===== src/core/temp_limit_map.svh =====
`ifndef TEMP_LIMIT_MAP_SVH
`define TEMP_LIMIT_MAP_SVH

// register word offsets on the register port
`define OFS_TEMPERATURE_RESULT 3'h2
`define OFS_IDENTIFICATION 3'h3
`define OFS_CRITICAL_LIMIT 3'h4
`define OFS_HYSTERESIS_SETTING 3'h5
`define OFS_HIGH_LIMIT 3'h6
`define OFS_LOW_LIMIT 3'h7

// reset values
`define RST_TEMPERATURE_RESULT 16'h0000
`define RST_CRITICAL_LIMIT 16'h4980
`define RST_HYSTERESIS_SETTING 8'h05
`define RST_HIGH_LIMIT 16'h2000
`define RST_LOW_LIMIT 16'h0500

// result word field positions
`define POS_SIGN 15
`define POS_FLAG_CRIT 2
`define POS_FLAG_HIGH 1
`define POS_FLAG_LOW 0
// mask that keeps bits 15:3 of a 13-bit result
`define MASK_13BIT 16'hFFF8

// identification field positions
`define POS_MAKER_LSB 3
`define POS_REV_LSB 0

// hysteresis field width and weight (one degree is 128 lsb of 0.0078 C)
`define HYST_FIELD_MSB 3
`define HYST_DEGREE_SHIFT 7

`endif


===== src/core/temp_limit_pkg.sv =====
`include "temp_limit_map.svh"

package temp_limit_pkg;

  // one access on the register port
  typedef struct packed {
    logic [2:0] addr;
    logic wr_en;
    logic rd_en;
    logic [15:0] wr_data;
  } reg_req_t;

  // writable setpoints
  typedef struct packed {
    logic [15:0] critical_limit;
    logic [7:0] hysteresis_setting;
    logic [15:0] high_limit;
    logic [15:0] low_limit;
  } setpoint_t;

  // state of one threshold detector
  typedef struct packed {
    logic alarm;
  } detector_state_t;

  // state of the top module
  typedef struct packed {
    logic [15:0] temperature_result;
    logic [15:0] rd_data;
    logic rd_valid;
    logic critical_event;
    logic high_event;
    logic low_event;
    logic critical_alarm_output;
    logic limit_alarm_output;
  } top_state_t;

  // release threshold: limit moved by the hysteresis, 17 bits so it never wraps
  function automatic logic signed [16:0] release_level(input logic [15:0] limit,
                                                      input logic [3:0] hyst,
                                                      input logic add);
    logic signed [16:0] lim;
    logic signed [16:0] step;
    lim = {limit[15], limit};
    step = 17'(hyst) <<< `HYST_DEGREE_SHIFT;
    release_level = add ? 17'(lim + step) : 17'(lim - step);
  endfunction

endpackage


===== src/core/setpoint_regs.sv =====
`timescale 1ns/1ps
`include "temp_limit_map.svh"
// holds the writable limit and hysteresis registers
module setpoint_regs
  import temp_limit_pkg::*;
(
  input wire logic clk,
  input wire logic sys_rst,
  input wire reg_req_t req,
  output setpoint_t setpoints
);

  setpoint_t state_reg; // registered setpoints
  setpoint_t state_next; // next setpoints

  ////////////////////////////////////////////////////////////////////////
  // write decode, one register per access
  always_comb begin
    state_next = state_reg;
    if (req.wr_en) begin
      case (req.addr)
        `OFS_CRITICAL_LIMIT: state_next.critical_limit = req.wr_data;
        `OFS_HYSTERESIS_SETTING: state_next.hysteresis_setting = req.wr_data[7:0];
        `OFS_HIGH_LIMIT: state_next.high_limit = req.wr_data;
        `OFS_LOW_LIMIT: state_next.low_limit = req.wr_data;
        default: state_next = state_reg; // read-only or unmapped: ignored
      endcase
    end
  end

  // register with documented reset values
  always_ff @(posedge clk) begin
    if (sys_rst) begin
      state_reg.critical_limit <= `RST_CRITICAL_LIMIT;
      state_reg.hysteresis_setting <= `RST_HYSTERESIS_SETTING;
      state_reg.high_limit <= `RST_HIGH_LIMIT;
      state_reg.low_limit <= `RST_LOW_LIMIT;
    end else begin
      state_reg <= state_next;
    end
  end

  assign setpoints = state_reg;

endmodule


===== src/core/threshold_detector.sv =====
`timescale 1ns/1ps
// one limit: instant event test plus an alarm that releases with hysteresis
module threshold_detector
  import temp_limit_pkg::*;
#(
  parameter bit LOW_SIDE = 1'b0
)
(
  input wire logic clk,
  input wire logic sys_rst,
  input wire logic sample_valid,
  input wire logic [15:0] sample,
  input wire logic [15:0] limit,
  input wire logic [3:0] hyst,
  output logic event_now,
  output logic alarm
);

  detector_state_t state_reg; // alarm held between conversions
  detector_state_t state_next; // next alarm
  logic signed [16:0] release_thr; // threshold that ends the alarm
  logic release_now; // sample is past the release threshold

  ////////////////////////////////////////////////////////////////////////
  // signed compare of the sample against the limit and release level
  always_comb begin
    release_thr = release_level(limit, hyst, LOW_SIDE);
    if (LOW_SIDE) begin
      event_now = $signed(sample) < $signed(limit);
      release_now = $signed({sample[15], sample}) > release_thr;
    end else begin
      event_now = $signed(sample) > $signed(limit);
      release_now = $signed({sample[15], sample}) < release_thr;
    end
    state_next = state_reg;
    if (sample_valid) begin
      if (event_now) begin
        state_next.alarm = 1'b1; // limit crossed
      end else if (release_now) begin
        state_next.alarm = 1'b0; // back past the hysteresis band
      end
    end
  end

  // alarm register, evaluated once per conversion
  always_ff @(posedge clk) begin
    if (sys_rst) begin
      state_reg <= '0;
    end else begin
      state_reg <= state_next;
    end
  end

  assign alarm = state_reg.alarm;

endmodule


===== src/core/temperature_limit_registers.sv =====
`timescale 1ns/1ps
`include "temp_limit_map.svh"
// Function
// - result register at 0x02, signed 16 bits
// - low bits: flags at 13-bit, data at 16-bit
// - resolution select bit picks flag meaning
// - bit 0 set when below low limit
// - bit 1 set when above high limit
// - bit 2 set when above critical limit
// - id register at 0x03, maker and revision
// - above critical limit raises critical alarm output
// - critical limit read/write, resets to 0x4980
// - hysteresis register 0x05, four low bits
// - release levels shifted by the hysteresis
// - hysteresis resets to five, upper bits zero
// - above high limit raises limit alarm
// - high limit read/write, resets to 0x2000
// - below low limit raises limit alarm
// - low limit read/write, resets to 0x0500
// - sign in bit 15, result resets zero
// - lsb weighs 0.0625 or 0.0078 degrees
module temperature_limit_registers
  import temp_limit_pkg::*;
#(
  parameter logic [4:0] MAKER_ID = 5'h0A, // arbitrary value
  parameter logic [2:0] REVISION_ID = 3'h1 // arbitrary value
)
(
  input wire logic clk,
  input wire logic sys_rst,
  input wire logic [2:0] reg_addr,
  input wire logic reg_wr_en,
  input wire logic reg_rd_en,
  input wire logic [15:0] reg_wr_data,
  input wire logic resolution_sel,
  input wire logic conv_valid,
  input wire logic [15:0] conv_data,
  output logic [15:0] reg_rd_data,
  output logic reg_rd_valid,
  output logic critical_event,
  output logic high_event,
  output logic low_event,
  output logic critical_alarm_output,
  output logic limit_alarm_output
);

  ////////////////////////////////////////////////////////////////////////
  // declarations

  top_state_t state_reg; // all registered state of this module
  top_state_t state_next; // next value of the state
  reg_req_t req; // bundled register access
  setpoint_t setpoints; // current writable setpoints
  logic [15:0] stored_temp; // conversion as it will be stored
  logic crit_now; // sample above critical limit
  logic high_now; // sample above high limit
  logic low_now; // sample below low limit
  logic crit_alarm; // critical alarm with hysteresis
  logic high_alarm; // overtemperature alarm with hysteresis
  logic low_alarm; // undertemperature alarm with hysteresis
  logic [15:0] result_word; // result word as it is written

  ////////////////////////////////////////////////////////////////////////
  // register port bundle

  // gather the access signals into one carrier
  always_comb begin
    req.addr = reg_addr;
    req.wr_en = reg_wr_en;
    req.rd_en = reg_rd_en;
    req.wr_data = reg_wr_data;
  end

  ////////////////////////////////////////////////////////////////////////
  // conversion sample

  // conversion input is 16 bits, lsb 0.0078 degrees; at 13 bits the
  // three low bits are dropped so the lsb weighs 0.0625 degrees
  always_comb begin
    if (resolution_sel) begin
      stored_temp = conv_data;
    end else begin
      stored_temp = conv_data & `MASK_13BIT;
    end
  end

  ////////////////////////////////////////////////////////////////////////
  // writable setpoints

  // critical, high, low and hysteresis registers
  setpoint_regs u_setpoints (
    .clk(clk),
    .sys_rst(sys_rst),
    .req(req),
    .setpoints(setpoints)
  );

  ////////////////////////////////////////////////////////////////////////
  // limit detectors

  // critical limit, releases below limit minus hysteresis
  threshold_detector #(
    .LOW_SIDE(1'b0)
  ) u_crit (
    .clk(clk),
    .sys_rst(sys_rst),
    .sample_valid(conv_valid),
    .sample(stored_temp),
    .limit(setpoints.critical_limit),
    .hyst(setpoints.hysteresis_setting[`HYST_FIELD_MSB:0]),
    .event_now(crit_now),
    .alarm(crit_alarm)
  );

  // high limit, releases below limit minus hysteresis
  threshold_detector #(
    .LOW_SIDE(1'b0)
  ) u_high (
    .clk(clk),
    .sys_rst(sys_rst),
    .sample_valid(conv_valid),
    .sample(stored_temp),
    .limit(setpoints.high_limit),
    .hyst(setpoints.hysteresis_setting[`HYST_FIELD_MSB:0]),
    .event_now(high_now),
    .alarm(high_alarm)
  );

  // low limit, releases above limit plus hysteresis
  threshold_detector #(
    .LOW_SIDE(1'b1)
  ) u_low (
    .clk(clk),
    .sys_rst(sys_rst),
    .sample_valid(conv_valid),
    .sample(stored_temp),
    .limit(setpoints.low_limit),
    .hyst(setpoints.hysteresis_setting[`HYST_FIELD_MSB:0]),
    .event_now(low_now),
    .alarm(low_alarm)
  );

  ////////////////////////////////////////////////////////////////////////
  // result word

  // low three bits are flags at 13 bits, extended data at 16 bits
  always_comb begin
    result_word = stored_temp;
    if (!resolution_sel) begin
      result_word[`POS_FLAG_CRIT] = crit_now;
      result_word[`POS_FLAG_HIGH] = high_now;
      result_word[`POS_FLAG_LOW] = low_now;
    end
  end

  ////////////////////////////////////////////////////////////////////////
  // next state

  // conversion update, alarm copy and read mux
  always_comb begin
    state_next = state_reg;
    state_next.rd_valid = 1'b0;
    // store the result and event flags once per conversion
    if (conv_valid) begin
      state_next.temperature_result = result_word;
      state_next.critical_event = crit_now;
      state_next.high_event = high_now;
      state_next.low_event = low_now;
    end
    // alarm pins follow the detectors with one register stage
    state_next.critical_alarm_output = crit_alarm;
    state_next.limit_alarm_output = high_alarm | low_alarm;
    // read answer one cycle after the request
    if (req.rd_en) begin
      state_next.rd_valid = 1'b1;
      case (req.addr)
        `OFS_TEMPERATURE_RESULT: begin
          state_next.rd_data = state_reg.temperature_result;
        end
        `OFS_IDENTIFICATION: begin
          state_next.rd_data = 16'({MAKER_ID, REVISION_ID});
        end
        `OFS_CRITICAL_LIMIT: begin
          state_next.rd_data = setpoints.critical_limit;
        end
        `OFS_HYSTERESIS_SETTING: begin
          state_next.rd_data = {8'h00, setpoints.hysteresis_setting};
        end
        `OFS_HIGH_LIMIT: begin
          state_next.rd_data = setpoints.high_limit;
        end
        `OFS_LOW_LIMIT: begin
          state_next.rd_data = setpoints.low_limit;
        end
        default: begin
          state_next.rd_data = 16'h0000; // registers outside this block read zero
        end
      endcase
    end
  end

  ////////////////////////////////////////////////////////////////////////
  // state register

  // synchronous reset clears result, flags and alarms
  always_ff @(posedge clk) begin
    if (sys_rst) begin
      state_reg <= '0;
      state_reg.temperature_result <= `RST_TEMPERATURE_RESULT;
    end else begin
      state_reg <= state_next;
    end
  end

  ////////////////////////////////////////////////////////////////////////
  // outputs, all straight from the state register

  assign reg_rd_data = state_reg.rd_data;
  assign reg_rd_valid = state_reg.rd_valid;
  assign critical_event = state_reg.critical_event;
  assign high_event = state_reg.high_event;
  assign low_event = state_reg.low_event;
  assign critical_alarm_output = state_reg.critical_alarm_output;
  assign limit_alarm_output = state_reg.limit_alarm_output;

endmodule


===== config.mk =====
export PLATFORM = sky130hd
export DESIGN_NAME = temperature_limit_registers
export DESIGN_NICKNAME = d
export VERILOG_FILES = /design/src/core/temp_limit_pkg.sv /design/src/core/setpoint_regs.sv /design/src/core/threshold_detector.sv /design/src/core/temperature_limit_registers.sv
export VERILOG_INCLUDE_DIRS = /design/src /design/src/core
export SDC_FILE = /design/constraint.sdc
export NUM_CORES = 1
export LEC_CHECK = 0
export ABC_AREA = 1
export BUFFER_PORTS_ARGS = -buffer_cell sky130_fd_sc_hd__buf_2
export CELL_PAD_IN_SITES_DETAIL_PLACEMENT = 0
export CELL_PAD_IN_SITES_GLOBAL_PLACEMENT = 1
export CORE_MARGIN = 2
export CORE_UTILIZATION = 40
export DETAILED_ROUTE_END_ITERATION = 7
export GPL_ROUTABILITY_DRIVEN = 0
export GPL_TIMING_DRIVEN = 0
export MAX_ROUTING_LAYER = met4
export PLACE_DENSITY = 0.76
export SYNTH_ARGS = -nofsm -noshare
export SYNTH_HDL_FRONTEND = slang
export SYNTH_HIERARCHICAL = 1
export SYNTH_SLANG_ARGS = --single-unit

===== constraint.sdc =====
create_clock -name clk -period 4.2 [get_ports clk]
set_input_delay 0.21 -clock clk [delete_from_list [all_inputs] [get_ports clk]]
set_output_delay 0.21 -clock clk [all_outputs]
set_load 0.05 [all_outputs]

Word-level counts from Yosys, hierarchy flattened
Cells that the tools add are included.

Bits in registers: 97. Input bits: 41. Output and inout bits: 22. Logic and storage cells: 51.

Equality and inequality tests: 6. Multiplexer cells: 10. Magnitude comparators: 6. Reductions and logical operators: 10. Bitwise logic cells: 1. $add $sub $neg: 3.

Operators by type and width (count): $pmux 16 s6 (1); $lt 16x17->1 (2); $sub 16x12->17 (2); $gt 16x16->1 (2); $add 16x12->17 (1); $gt 16x17->1 (1); $lt 16x16->1 (1); $reduce_and 2->1 (7); $eq 3x3->1 const B (4); $mux 1 (7); $eq 3x2->1 const B (2); $mux 3 (2); $reduce_bool 2->1 (3); $or 1x1->1 (1).

Longest topological paths before layout
Gate-level depths: netlist of the first run.

Depth after elaboration: 4. Depth in mapped cells: 21. Gate-level depth less buffers: 21.

Cells and area by module
Netlist of the first run, hierarchy kept.

By module, submodules not included: setpoint_regs (sequential area each 1121.1 sq um, instances 1, area an instance 2224.6 sq um, cells each 322); temperature_limit_registers (sequential area each 760.7 sq um, instances 1, area an instance 2139.6 sq um, cells each 304); threshold_detector at u_high (sequential area each 20.0 sq um, instances 1, area an instance 1044.8 sq um, cells each 171); threshold_detector at u_crit (sequential area each 20.0 sq um, instances 1, area an instance 1043.5 sq um, cells each 170); threshold_detector at u_low (sequential area each 20.0 sq um, instances 1, area an instance 1036.0 sq um, cells each 168).

Worst setup path before layout of the first run
OpenSTA, ideal clock, no wires.

Path type: reg-to-reg. From: reg u_setpoints.state_reg, in the netlist u_setpoints/setpoints[32]. To: reg u_high.state_reg (netlist: u_high/alarm). Clock period less this slack: 2.693 ns. Required time: 4.085 ns. Stages on the path, launching flop included: 20. Path buffers: 0. Data arrival time: 2.578 ns. Setup slack: 1.507 ns. Library setup time: 0.115 ns. Cells stage by stage: dfxtp_1 -> ha_1 -> inv_1 -> fa_1 -> and3_1 -> a211oi_2 -> nand3_2 -> nor3_2 -> xor2_1 -> ha_1 -> nand2_1 -> inv_1 -> nand2_1 -> nand2_1 -> a21oi_1 -> nand3_1 -> nand2_1 -> nand3_1 -> nand2_1 -> a21oi_2.

Longest elaborated chain between the ends: 4.

Ends and longest elaborated chain: from (decl) (RTL line setpoint_regs.sv:13) `setpoint_t state_reg;`; from (signal assigned) (RTL line setpoint_regs.sv:39) `state_reg <= state_next;`; $sub 16x12->17 (RTL line temp_limit_pkg.sv:46) `release_level = add ? 17'(lim + step) : 17'(lim - step);`; $lt 16x17->1 (RTL line threshold_detector.sv:33) `release_now = $signed({sample[15], sample}) < release_thr;`; $reduce_bool 2->1 (no source line); $reduce_and 2->1 (no source line); to (signal assigned) (RTL line threshold_detector.sv:50) `state_reg <= state_next;`; to (decl) (RTL line threshold_detector.sv:19) `detector_state_t state_reg;`.

No other way between the ends. A chain may end at the register's enable or synchronous reset.

Worst setup path after layout of the first run
Same ends and word-level chain as after synthesis.

==> results of run 1 <==
cell type report:
cell class	count	share of cell area
clock inverters	5	0.00746
inverters	136	0.0609
well taps	234	0.0349
multi-input cells	843	0.556
flip-flops and latches	97	0.232
plain buffers	59	0.0445
clock buffers	10	0.0285
repair buffers	61	0.0364
cells in the final DEF (no fill, tap or decap), types with 2 or more instances in the layout:
cell / n
nor2_4: 4
nand2_1: 304
nand2_2: 2
a21oi_1: 79
a31oi_1: 3
clkbuf_1: 8
clkinvlp_4: 2
nand4_1: 44
buf_1: 4
a21oi_2: 2
nand3_1: 111
nor3_1: 3
nand3_2: 2
ha_1: 90
o21ai_0: 11
xor2_1: 16
buf_2: 83
inv_6: 2
inv_2: 5
dfxtp_1: 97
buf_6: 8
nor2_1: 130
nor2_2: 4
buf_4: 17
o21ai_1: 2
nor3_2: 2
o21bai_1: 9
a211oi_2: 2
fa_1: 3
xnor2_1: 3
inv_1: 130
clkbuf_16: 9
and3_1: 4
or2_2: 2
a21o_1: 7
per-stage QoR:
step	cells	utilization	total power, W
finish	1445	0.453	0.00243
floorplan	1135	-	0.00142
detailed placement	1430	0.437	0.00161
global placement	1430	0.437	0.00160
global route	1445	0.453	0.00257
CTS	1445	0.453	0.00246
cells in the mapped netlist, drive strengths merged, types with 7 or more instances:
cell	n	area share
nand2	306	0.15
nor2	138	0.075
inv	135	0.068
nand3	113	0.077
dfxtp	97	0.26
ha	90	0.15
a21oi	81	0.055
buf	51	0.046
nand4	44	0.037
xor2	16	0.019
o21ai	13	0.0087
o21bai	9	0.0090
clkbuf	8	0.0040
a21o	7	0.0070
how the worst max path moves through the flow:
stage | startpoint | to | slack, ns | cells past startpoint
floorplan | u_setpoints/setpoints[32] | u_high/alarm | 1.51 | 19
global placement | u_setpoints/setpoints[32] | u_high/alarm | 0.84 | 19
detailed placement | u_setpoints/setpoints[32] | u_high/alarm | 0.81 | 19
CTS | u_setpoints/setpoints[32] | u_high/alarm | 0.74 | 19
global route | u_setpoints/setpoints[32] | u_high/alarm | 0.54 | 19
finish | u_setpoints/setpoints[32] | u_high/alarm | 0.68 | 19
power by group:
| part | internal (W) | switching (W) |
|---|---|---|
| registers | 0.000959 | 0.0000470 |
| logic | 0.000208 | 0.000376 |
| clock network | 0.000479 | 0.000365 |
| total | 0.00165 | 0.000788 |
kinds of logic after synthesis:
family / count (synthesis) / synth area share
simple gates: 615 / 0.355
buf+inv: 195 / 0.118
compound gates: 116 / 0.0867
flops: 97 / 0.259
fa+ha+maj: 93 / 0.158
xor+xnor: 19 / 0.0222
routing by layer:
layer	wire length [microns]	part of all wire	up-vias
met5	0	0	-
met2	10800	0.45	176
li1	-	-	3807
met3	1180	0.049	25
met1	11700	0.49	3355
met4	406	0.017	0
worst reg2reg max path: cells and delay by family (launching register included):
kind | cells | cell delay (ns)
buffers and inverters | 2 | 0.13
DFF | 1 | 0.53
AOI/OAI and AO/OA | 3 | 0.61
and+or+nand+nor | 10 | 1.01
adders and majority gates | 3 | 0.93
xor gates and xnor gates | 1 | 0.18
==> run summary, run 1 <==
## CTS
• **clk_lat worst skew** 0.36 ns
• **CTS H-Tree Depth** 3
• **number of buffers on the longest clock path** 2
• **total of hold buffers inserted after clock tree synthesis** 0
• **# clock sinks** 97
• **total CTS buffers** 9
• **Setup Fix Bufs, Post-CTS** 0
• **post-CTS sizing** 0
• **TritonCTS clock tree** yes
• **CTS Root Cell** clkbuf_16
• **clock-pin transition on the worst setup and hold timing paths** 0.07 ns

## Synthesis
• **gate count after technology mapping** 1135
• **summed instance area of the synthesized netlist** 7490 sq um
• **number of warnings printed during yosys synthesis** 6
• **count of flip-flops with a built-in enable after synthesis** 0
• **Synth cell types** 37
• **sequential fraction of the synthesis area** 0.259
• **async set or reset register ratio after synthesis** 0
• **count of state elements after synthesis** 97
• **top flip-flop cell by instance count after synthesis** dfxtp_1
• **Mapped Avg Cell Area** 6.60 sq um
• **total nets after synthesis** 1269

## Worst setup path
• **reg2reg path depth** 19
• **startpoint type of the worst setup path** flop
• **worst-path maximum fanout** 5
• **buffers and inverters on the worst path** 2
• **capturing point of the worst reg2reg path** u_high/alarm
• **required time at the worst-slack endpoint** 4.44 ns
• **slowest stage cell, crit path** dfxtp_1
• **most used cell, CP** nand2_1
• **classification of the worst setup path** reg -> reg
• **critical path's top delay family** simple AND/OR/NAND/NOR gates
• **delay contributed by the slowest stage of the critical path** 0.53 ns
• **startpoint of the lowest-slack register-to-register path** u_setpoints/setpoints[32]
• **flop-to-flop setup slack** 0.68 ns
• **category of the worst setup path capture point** flop
• **worst-path cell chain** ha_1 -> inv_1 -> fa_1 -> and3_1 -> a211oi_2 -> nand3_2 -> nor3_2 -> xor2_1 -> ha_1 -> nand2_1 -> inv_1 -> nand2_1 -> nand2_1 -> a21oi_1 -> nand3_1 -> nand2_1 -> nand3_1 -> nand2_1 -> a21oi_2
• **endpoint arrival time on the critical path** 3.75 ns

## STA
• **Final min period** 3.52 ns
• **portion of the clock cycle consumed by the worst path in the final layout** 0.837
• **RSZ-0062 raised after global routing** no
• **final worst hold slack** 0.0872 ns
• **worst rel slew slack** 0.621
• **final setup violating endpoints** 0
• **PnR worst setup slack** 0.683 ns
• **top achievable clock speed** 0.284 GHz
• **setup TNS** 0 ns
• **count of final max-slew check failures** 0
• **slew at the pin with the worst max-slew slack** 0.569 ns
• **final count of hold timing violations** 0
• **worst clock skew** 0.00972 ns

## Floorplan
• **die boundary height** 141 microns
• **Cell Rows** 50
• **Initial Utilization** 0.404
• **area of the die** 19800 sq um
• **top-level I/O count** 63
• **core outline area** 18500 sq um
• **width of the die** 141 microns

## Hold path
• **hold endpoint** u_setpoints/setpoints[32]
• **hold-critical path depth** 3
• **Worst Hold Launch** reg_wr_data[0]
• **hold crit path type** in -> reg

## Power and ir drop
• **Power Density** 290 nW/um^2
• **peak supply drop** 0.220 mV
• **leakage power** 4.14 nW

## Global route
• **pin count of the biggest net entering global routing** 17
• **global-route layer with the greatest usage** met2
• **antenna violations before repair** 0
• **all-layer global routing usage** 0.254
• **remaining global-route overflow** 0
• **met3 capacity usage during global routing** 0.0336
• **met2 track demand over resource** 0.402
• **vias in the first global route** 6765
• **wire length of the first global-routing pass** 37.2 mm
• **GR met1 Demand/Resource** 0.344

## Flow run
• **max-cap check violation count** 0

## Finish
• **Storage cell area** 1940 sq um
• **ratio of cells with drive above 1 in the final layout** 0.123
• **number of flip-flops under the largest register name** 56
• **area delta synth->final** 12.0%
• **area taken by multi-input logic gates** 4660 sq um
• **number of diodes** 0
• **Post-Layout Inst Area** 8390 sq um
• **number of fill cells** 2050
• **Final nets** 1341

## Status
• **outcome** finished clean

## Route
• **final wirelength** 24.1 mm
• **number of iterations in the first detailed-routing pass** 5
• **wire per inst** 16.7 microns
• **via density per instance** 5.10
• **Vias** 7363
• **post-route antenna net violation count** 0
• **count of routing violations after the opening detailed-route iteration** 510
• **residual DRC count** 0

## Placed design
• **Place WS** 0.810 ns
• **placed cell areas** 8090 sq um
• **buffers added on ports** 61
• **DP HPWL** 19.9 mm

Power figures use the tool's default switching activity.
==> run 2, diff against run 1 <==
CORE_UTILIZATION = 39   (was 40)
PLACE_DENSITY = 0.78   (was 0.76)
clock period = 2.92 ns   (was 4.2 ns; I/O delays follow)
==> run 2 against run 1 <==
Effect of this change:
- first-iteration DRC count fell by 25%
- utilization rose by 0.50 points
- die area rose by 2.5%
- wire length fell by 0.17%
- count of clock-buffer cells in the layout rose by 1
- sequential cell count did not move
- critical endpoint unchanged
==> run summary, run 2 (synthesis results as in run 1) <==
## Hold path
• **hold crit path type** in -> reg

## Global route
• **met2 track demand over resource** 0.388, -0.0141
• **global-route layer with the greatest usage** met2
• **pin count of the biggest net entering global routing** 17, unchanged
• **all-layer global routing usage** 0.248, -0.00565
• **remaining global-route overflow** 0, unchanged
• **GR met1 Demand/Resource** 0.338, -0.00552
• **met3 capacity usage during global routing** 0.0293, -0.00435
• **wire length of the first global-routing pass** 36.9 mm, -0.74%
• **vias in the first global route** 6728, -0.55%
• **antenna violations before repair** 0, unchanged

## Floorplan
• **width of the die** 143 microns, +1.2%
• **Cell Rows** 50, unchanged
• **die boundary height** 143 microns, +1.2%
• **core outline area** 18800 sq um, +1.4%
• **Initial Utilization** 0.399, -0.00539
• **top-level I/O count** 63, unchanged
• **area of the die** 20300 sq um, +2.5%

## Finish
• **most common cell after layout, fill and taps aside** nand2_1
• **number of flip-flops under the largest register name** 56, unchanged
• **area delta synth->final** 14.8%
• **ratio of cells with drive above 1 in the final layout** 0.153, +0.0300
• **Final nets** 1351, +0.75%
• **commonest non-fill, non-tap cells in the layout** nand2_1, nor2_1, inv_1
• **number of diodes** 0, unchanged
• **Post-Layout Inst Area** 8600 sq um, +2.5%

## Worst setup path
• **worst-path maximum fanout** 4, -1
• **category of the worst setup path capture point** flop
• **classification of the worst setup path** reg -> reg
• **delay contributed by the slowest stage of the critical path** 0.41 ns, -0.12 ns
• **slowest stage cell, crit path** dfxtp_4
• **buffers and inverters on the worst path** 2, unchanged
• **worst-path cell chain** ha_4 -> inv_4 -> fa_2 -> and3_4 -> a211oi_4 -> nand3_2 -> nor3_2 -> xor2_1 -> ha_1 -> nand2_2 -> inv_1 -> nand2_1 -> nand2_1 -> a21oi_2 -> nand3_1 -> nand2_1 -> nand3_1 -> nand2_1 -> a21oi_2
• **endpoint arrival time on the critical path** 3.12 ns, -0.63 ns
• **most used cell, CP** nand2_1
• **required time at the worst-slack endpoint** 3.17 ns, -1.27 ns
• **critical path's top delay family** simple AND/OR/NAND/NOR gates
• **startpoint type of the worst setup path** flop

## Status
• **outcome** finished clean

## Route
• **post-route antenna net violation count** 0, unchanged
• **via density per instance** 5.10, +0.12%
• **number of iterations in the first detailed-routing pass** 5, unchanged
• **final wirelength** 24.1 mm, -0.17%
• **wire per inst** 16.5 microns, -0.92%
• **residual DRC count** 0, unchanged
• **Vias** 7428, +0.88%
• **count of routing violations after the opening detailed-route iteration** 382, -25%

## CTS
• **clk_lat worst skew** 0.36 ns, about the same
• **clock-pin transition on the worst setup and hold timing paths** 0.07 ns, about the same
• **TritonCTS clock tree** yes
• **total of hold buffers inserted after clock tree synthesis** 0, unchanged
• **# clock sinks** 97, unchanged
• **number of buffers on the longest clock path** 2, unchanged
• **CTS Root Cell** clkbuf_16
• **total CTS buffers** 9, unchanged
• **CTS H-Tree Depth** 3, unchanged

## Placed design
• **buffers added on ports** 61, unchanged
• **placed cell areas** 8090 sq um, unchanged
• **DP HPWL** 19.6 mm, -1.5%

## Power and ir drop
• **Power Density** 411 nW/um^2, +42%
• **leakage power** 4.20 nW, +1.4%
• **peak supply drop** 0.292 mV, +33%

## STA
• **setup TNS** 0 ns, unchanged
• **final worst hold slack** 0.0211 ns, -0.0661 ns
• **top achievable clock speed** 0.348 GHz, +22%
• **RSZ-0062 raised after global routing** yes
• **final setup violating endpoints** 0, unchanged
• **count of final max-slew check failures** 0, unchanged
• **worst rel slew slack** 0.571, -0.0498
• **slew at the pin with the worst max-slew slack** 0.641 ns, +0.0723 ns
• **worst clock skew** 0.00973 ns, +0.00000433 ns
• **Final min period** 2.87 ns, -0.644 ns
• **final count of hold timing violations** 0, unchanged
• **portion of the clock cycle consumed by the worst path in the final layout** 0.984, +0.146

## Flow run
• **max-cap check violation count** 0, unchanged

==> run 2: changes by cell type in the layout (fill, tap and decap cells not counted), sizes merged <==
| cell | change |
|---|---|
| clkbuf | +1 |
| clkinvlp | -2 |
| buf | +10 |
| clkinv | +2 |
==> run 2: cell type report <==
class	instances	area, sq um
buffer	59	373
multi-input combinational	843	4770
clock inverter	5	63.8
sequential	97	1960
timing repair buffer	71	380
fill	2020	10200
inverter	136	520
tap	234	293
clock buffer	11	233
==> run 2: what timing repair did <==
action                     CTS  global route
pin swaps                   17            15
gates resized for setup     36             9
setup endpoints to repair    3             3
setup buffers                7             3
==> run 2: metrics by stage <==
step                utilization  worst slack, ns  power, W  instances
finish                    0.458           0.0472   0.00353       1456
global route              0.458           -0.130   0.00372       1456
CTS                       0.455          -0.0556   0.00354       1453
detailed placement        0.431           -0.432   0.00230       1430
global placement          0.431           -0.406   0.00230       1430
floorplan                     -            0.227   0.00204       1135
==> run 2: report_power, final <==
part           internal, W  switching, W  leakage, nW
sequential         0.00138     0.0000670        0.793
combinational     0.000317      0.000551         3.26
clock             0.000675      0.000543        0.146
==> run 2: metal layers <==
metal,share of wire,vias to the layer above
li1,-,3834
met1,0.48,3347
met2,0.44,223
met3,0.054,24
met4,0.021,0
met5,0,-
==> run 2: worst register-to-register path: stages, from the launching register on <==
cell	delay [ns]
dfxtp_4	0.41
ha_4	0.15
inv_4	0.04
fa_2	0.36
and3_4	0.17
a211oi_4	0.18
nand3_2	0.12
nor3_2	0.13
xor2_1	0.18
ha_1	0.26
nand2_2	0.09
inv_1	0.05
nand2_1	0.05
nand2_1	0.05
a21oi_2	0.17
nand3_1	0.10
nand2_1	0.07
nand3_1	0.06
nand2_1	0.09
a21oi_2	0.05
==> run 2: worst paths after layout <==
| path | startpoint | depth (start not counted) | slack, ns | endpoint |
|---|---|---|---|---|
| min | reg_wr_data[13] | 3 | 0.02 | u_setpoints/setpoints[29] |
| max reg2reg | u_setpoints/setpoints[32] | 19 | 0.05 | u_high/alarm |
| max | u_setpoints/setpoints[32] | 19 | 0.05 | u_high/alarm |
| min reg2reg | high_event | 2 | 0.46 | high_event |
==> run 3, diff against run 2 <==
SETUP_SLACK_MARGIN = 0.15   (was unset)
clock period = 2.3 ns   (was 2.92 ns; I/O delays follow)
==> run 3 against run 2 <==
Effect of this change:
- the flow now finishes with violations (negative setup slack)
- worst setup slack got worse by 0.66 ns
- register-to-register slack worse by 0.66 ns
- total power rose by 27%
- sequential cell count did not move
- final cell count is 0.89% higher
- first-iteration DRC count increased by 23%
- largest power group unchanged
==> run summary, run 3 (synthesis results as in run 1) <==
## Worst setup path
• **startpoint type of the worst setup path** flop
• **buffers and inverters on the worst path** 3, +1
• **endpoint arrival time on the critical path** 3.21 ns, +0.09 ns
• **capturing point of the worst reg2reg path** u_crit/alarm
• **reg2reg path depth** 19, unchanged
• **worst-path maximum fanout** 4, unchanged
• **classification of the worst setup path** reg -> reg
• **most used cell, CP** nand2_1
• **startpoint of the lowest-slack register-to-register path** u_setpoints/setpoints[32]
• **flop-to-flop setup slack** -0.61 ns, -0.66 ns
• **slowest stage cell, crit path** dfxtp_4
• **required time at the worst-slack endpoint** 2.60 ns, -0.57 ns
• **critical path's top delay family** simple AND/OR/NAND/NOR gates
• **category of the worst setup path capture point** flop
• **delay contributed by the slowest stage of the critical path** 0.42 ns, about the same
• **worst-path cell chain** ha_4 -> inv_4 -> fa_2 -> and3_4 -> a211oi_4 -> buf_4 -> buf_4 -> xor2_1 -> ha_1 -> nand2_1 -> nor2_1 -> nand3_1 -> nor2_1 -> nor2_2 -> nand2_1 -> nand2_1 -> nand3_2 -> nand2_1 -> a21oi_1

## CTS
• **CTS Root Cell** clkbuf_16
• **# clock sinks** 97, unchanged
• **clock-pin transition on the worst setup and hold timing paths** 0.07 ns, about the same
• **number of buffers on the longest clock path** 2, unchanged
• **total CTS buffers** 9, unchanged
• **clk_lat worst skew** 0.36 ns, about the same
• **CTS H-Tree Depth** 3, unchanged
• **TritonCTS clock tree** yes

## Route
• **via density per instance** 5.09, -0.18%
• **residual DRC count** 0, unchanged
• **number of iterations in the first detailed-routing pass** 5, unchanged
• **Vias** 7481, +0.71%
• **count of routing violations after the opening detailed-route iteration** 470, +23%
• **post-route antenna net violation count** 0, unchanged
• **wire per inst** 16.6 microns, +0.29%
• **final wirelength** 24.4 mm, +1.2%

## Status
• **failing checks** negative setup slack
• **outcome** complete, but fails checks

## Finish
• **number of cells in the finished layout apart from fillers** 1469, +0.89%
• **number of fill cells** 1979, -2.0%
• **number of diodes** 0, unchanged
• **Post-Layout Inst Area** 8780 sq um, +2.2%
• **area delta synth->final** 17.3%
• **utilization after layout** 0.468, +0.00987
• **number of flip-flops under the largest register name** 56, unchanged
• **ratio of cells with drive above 1 in the final layout** 0.181, +0.0275
• **Final nets** 1364, +0.96%
• **most common cell after layout, fill and taps aside** nand2_1
• **commonest non-fill, non-tap cells in the layout** nand2_1, nor2_1, inv_1

## Power and ir drop
• **peak supply drop** 0.350 mV, +20%
• **register share of total power** 0.410, about the same
• **leakage power** 4.27 nW, +1.7%
• **switching power** 0.00152 W, +31%
• **net switching fraction of the power** 0.340, +0.0108
• **share of total power in the clock network** 0.336, -0.009
• **internal power summed over all cells** 0.00295 W, +25%
• **Power Density** 509 nW/um^2, +24%
• **combinational share of power** 0.254, +0.008

## Placed design
• **DP HPWL** 19.7 mm, +0.59%
• **placed cell areas** 8110 sq um, +0.32%
• **buffers added on ports** 61, unchanged
• **Place WS** -0.893 ns, -0.461 ns
• **post-placement cell count** 1430, unchanged

## STA
• **worst clock skew** 0.00776 ns, -0.00197 ns
• **setup TNS** -1.69 ns, -1.69 ns
• **final setup violating endpoints** 3, +3
• **final count of hold timing violations** 0, unchanged
• **top achievable clock speed** 0.343 GHz, -1.4%
• **RSZ-0062 raised after global routing** yes
• **portion of the clock cycle consumed by the worst path in the final layout** 1.27, +0.284
• **slew at the pin with the worst max-slew slack** 0.563 ns, -0.0781 ns
• **worst rel slew slack** 0.623, +0.0522
• **Final min period** 2.91 ns, +0.0422 ns
• **count of final max-slew check failures** 0, unchanged
• **PnR worst setup slack** -0.615 ns, -0.662 ns

## Global route
• **wire length of the first global-routing pass** 37.6 mm, +1.9%
• **vias in the first global route** 6762, +0.51%
• **pin count of the biggest net entering global routing** 18, +1
• **all-layer global routing usage** 0.252, +0.00367
• **antenna violations before repair** 0, unchanged
• **remaining global-route overflow** 0, unchanged

## Hold path
• **hold-critical path depth** 3, unchanged
• **Worst Hold Launch** reg_wr_data[11]
• **hold crit path type** in -> reg
• **hold endpoint** u_setpoints/setpoints[51]

## Floorplan
• **top-level I/O count** 63, unchanged
• **Cell Rows** 50, unchanged
• **die boundary height** 143 microns, unchanged
• **area of the die** 20300 sq um, unchanged
• **core outline area** 18800 sq um, unchanged
• **Initial Utilization** 0.399, unchanged
• **width of the die** 143 microns, unchanged

## Flow run
• **max-cap check violation count** 0, unchanged

[run 3: final cells by class]
class	count	area [sq um]	share of cell area
inverter	136	518	0.0590
timing repair buffer	84	497	0.0566
buffer	59	373	0.0425
clock buffer	10	239	0.0272
clock inverter	6	51.3	0.00584
sequential	97	1990	0.226
tap	234	293	0.0333
multi-input combinational	843	4820	0.549
[run 3: worst max path at each step]
| stage | startpoint | end | slack [ns] | cells after the start |
|---|---|---|---|---|
| 3_3_place_gp | u_setpoints/setpoints[33] | u_high/alarm | -0.87 | 18 |
| 3_5_place_dp | u_setpoints/setpoints[33] | u_high/alarm | -0.89 | 18 |
| 4_1_cts | u_setpoints/setpoints[23] | u_high/alarm | -0.66 | 20 |
| 2_1_floorplan | u_setpoints/setpoints[23] | u_high/alarm | -0.38 | 20 |
| 5_1_grt | u_setpoints/setpoints[47] | u_crit/alarm | -0.78 | 22 |
| 6_report | u_setpoints/setpoints[32] | u_crit/alarm | -0.61 | 19 |
[run 3: power by group through the flow]
stage / sequential, W / clock, W / combinational [W]
CTS: 0.00183 / 0.00153 / 0.00111
detailed placement: 0.00187 / 0 / 0.00105
global placement: 0.00187 / 0 / 0.00105
floorplan: 0.00186 / 0 / 0.000737
finish: 0.00183 / 0.00150 / 0.00113
global route: 0.00184 / 0.00160 / 0.00128
[run 3: worst register-to-register path, stage by stage (launching register included)]
cell and delay, ns:
dfxtp_4 0.42, ha_4 0.17, inv_4 0.04, fa_2 0.36, and3_4 0.17, a211oi_4 0.19, buf_4 0.15, buf_4 0.10
xor2_1 0.06, ha_1 0.27, nand2_1 0.06, nor2_1 0.21, nand3_1 0.11, nor2_1 0.14, nor2_2 0.07, nand2_1 0.06
nand2_1 0.05, nand3_2 0.07, nand2_1 0.05, a21oi_1 0.13
[run 3: what timing repair did]
action                     4_1_cts  5_1_grt
hold buffers                     6        0
hold endpoints to repair         6        0
pin swaps                       23       25
gates resized for setup         40       29
buffers inserted                12        5
setup endpoints to repair        6        8
[run 3: per-stage QoR]
step / hold WS (ns) / total power (W)
after floorplan: 0.177 / 0.00259
after global placement: 0.355 / 0.00292
after detailed placement: 0.349 / 0.00293
after CTS: 0.00546 / 0.00447
after global routing: 0.0131 / 0.00472
final: 0.0151 / 0.00447
[run 3: routing by layer]
layer  wire length [microns]  GRT usage  vias up
li1                        -          -     3868
met5                       0          -        -
met1                   12000      0.345     3396
met2                   10900      0.395      190
met4                     454     0.0631        0
met3                    1030     0.0303       27
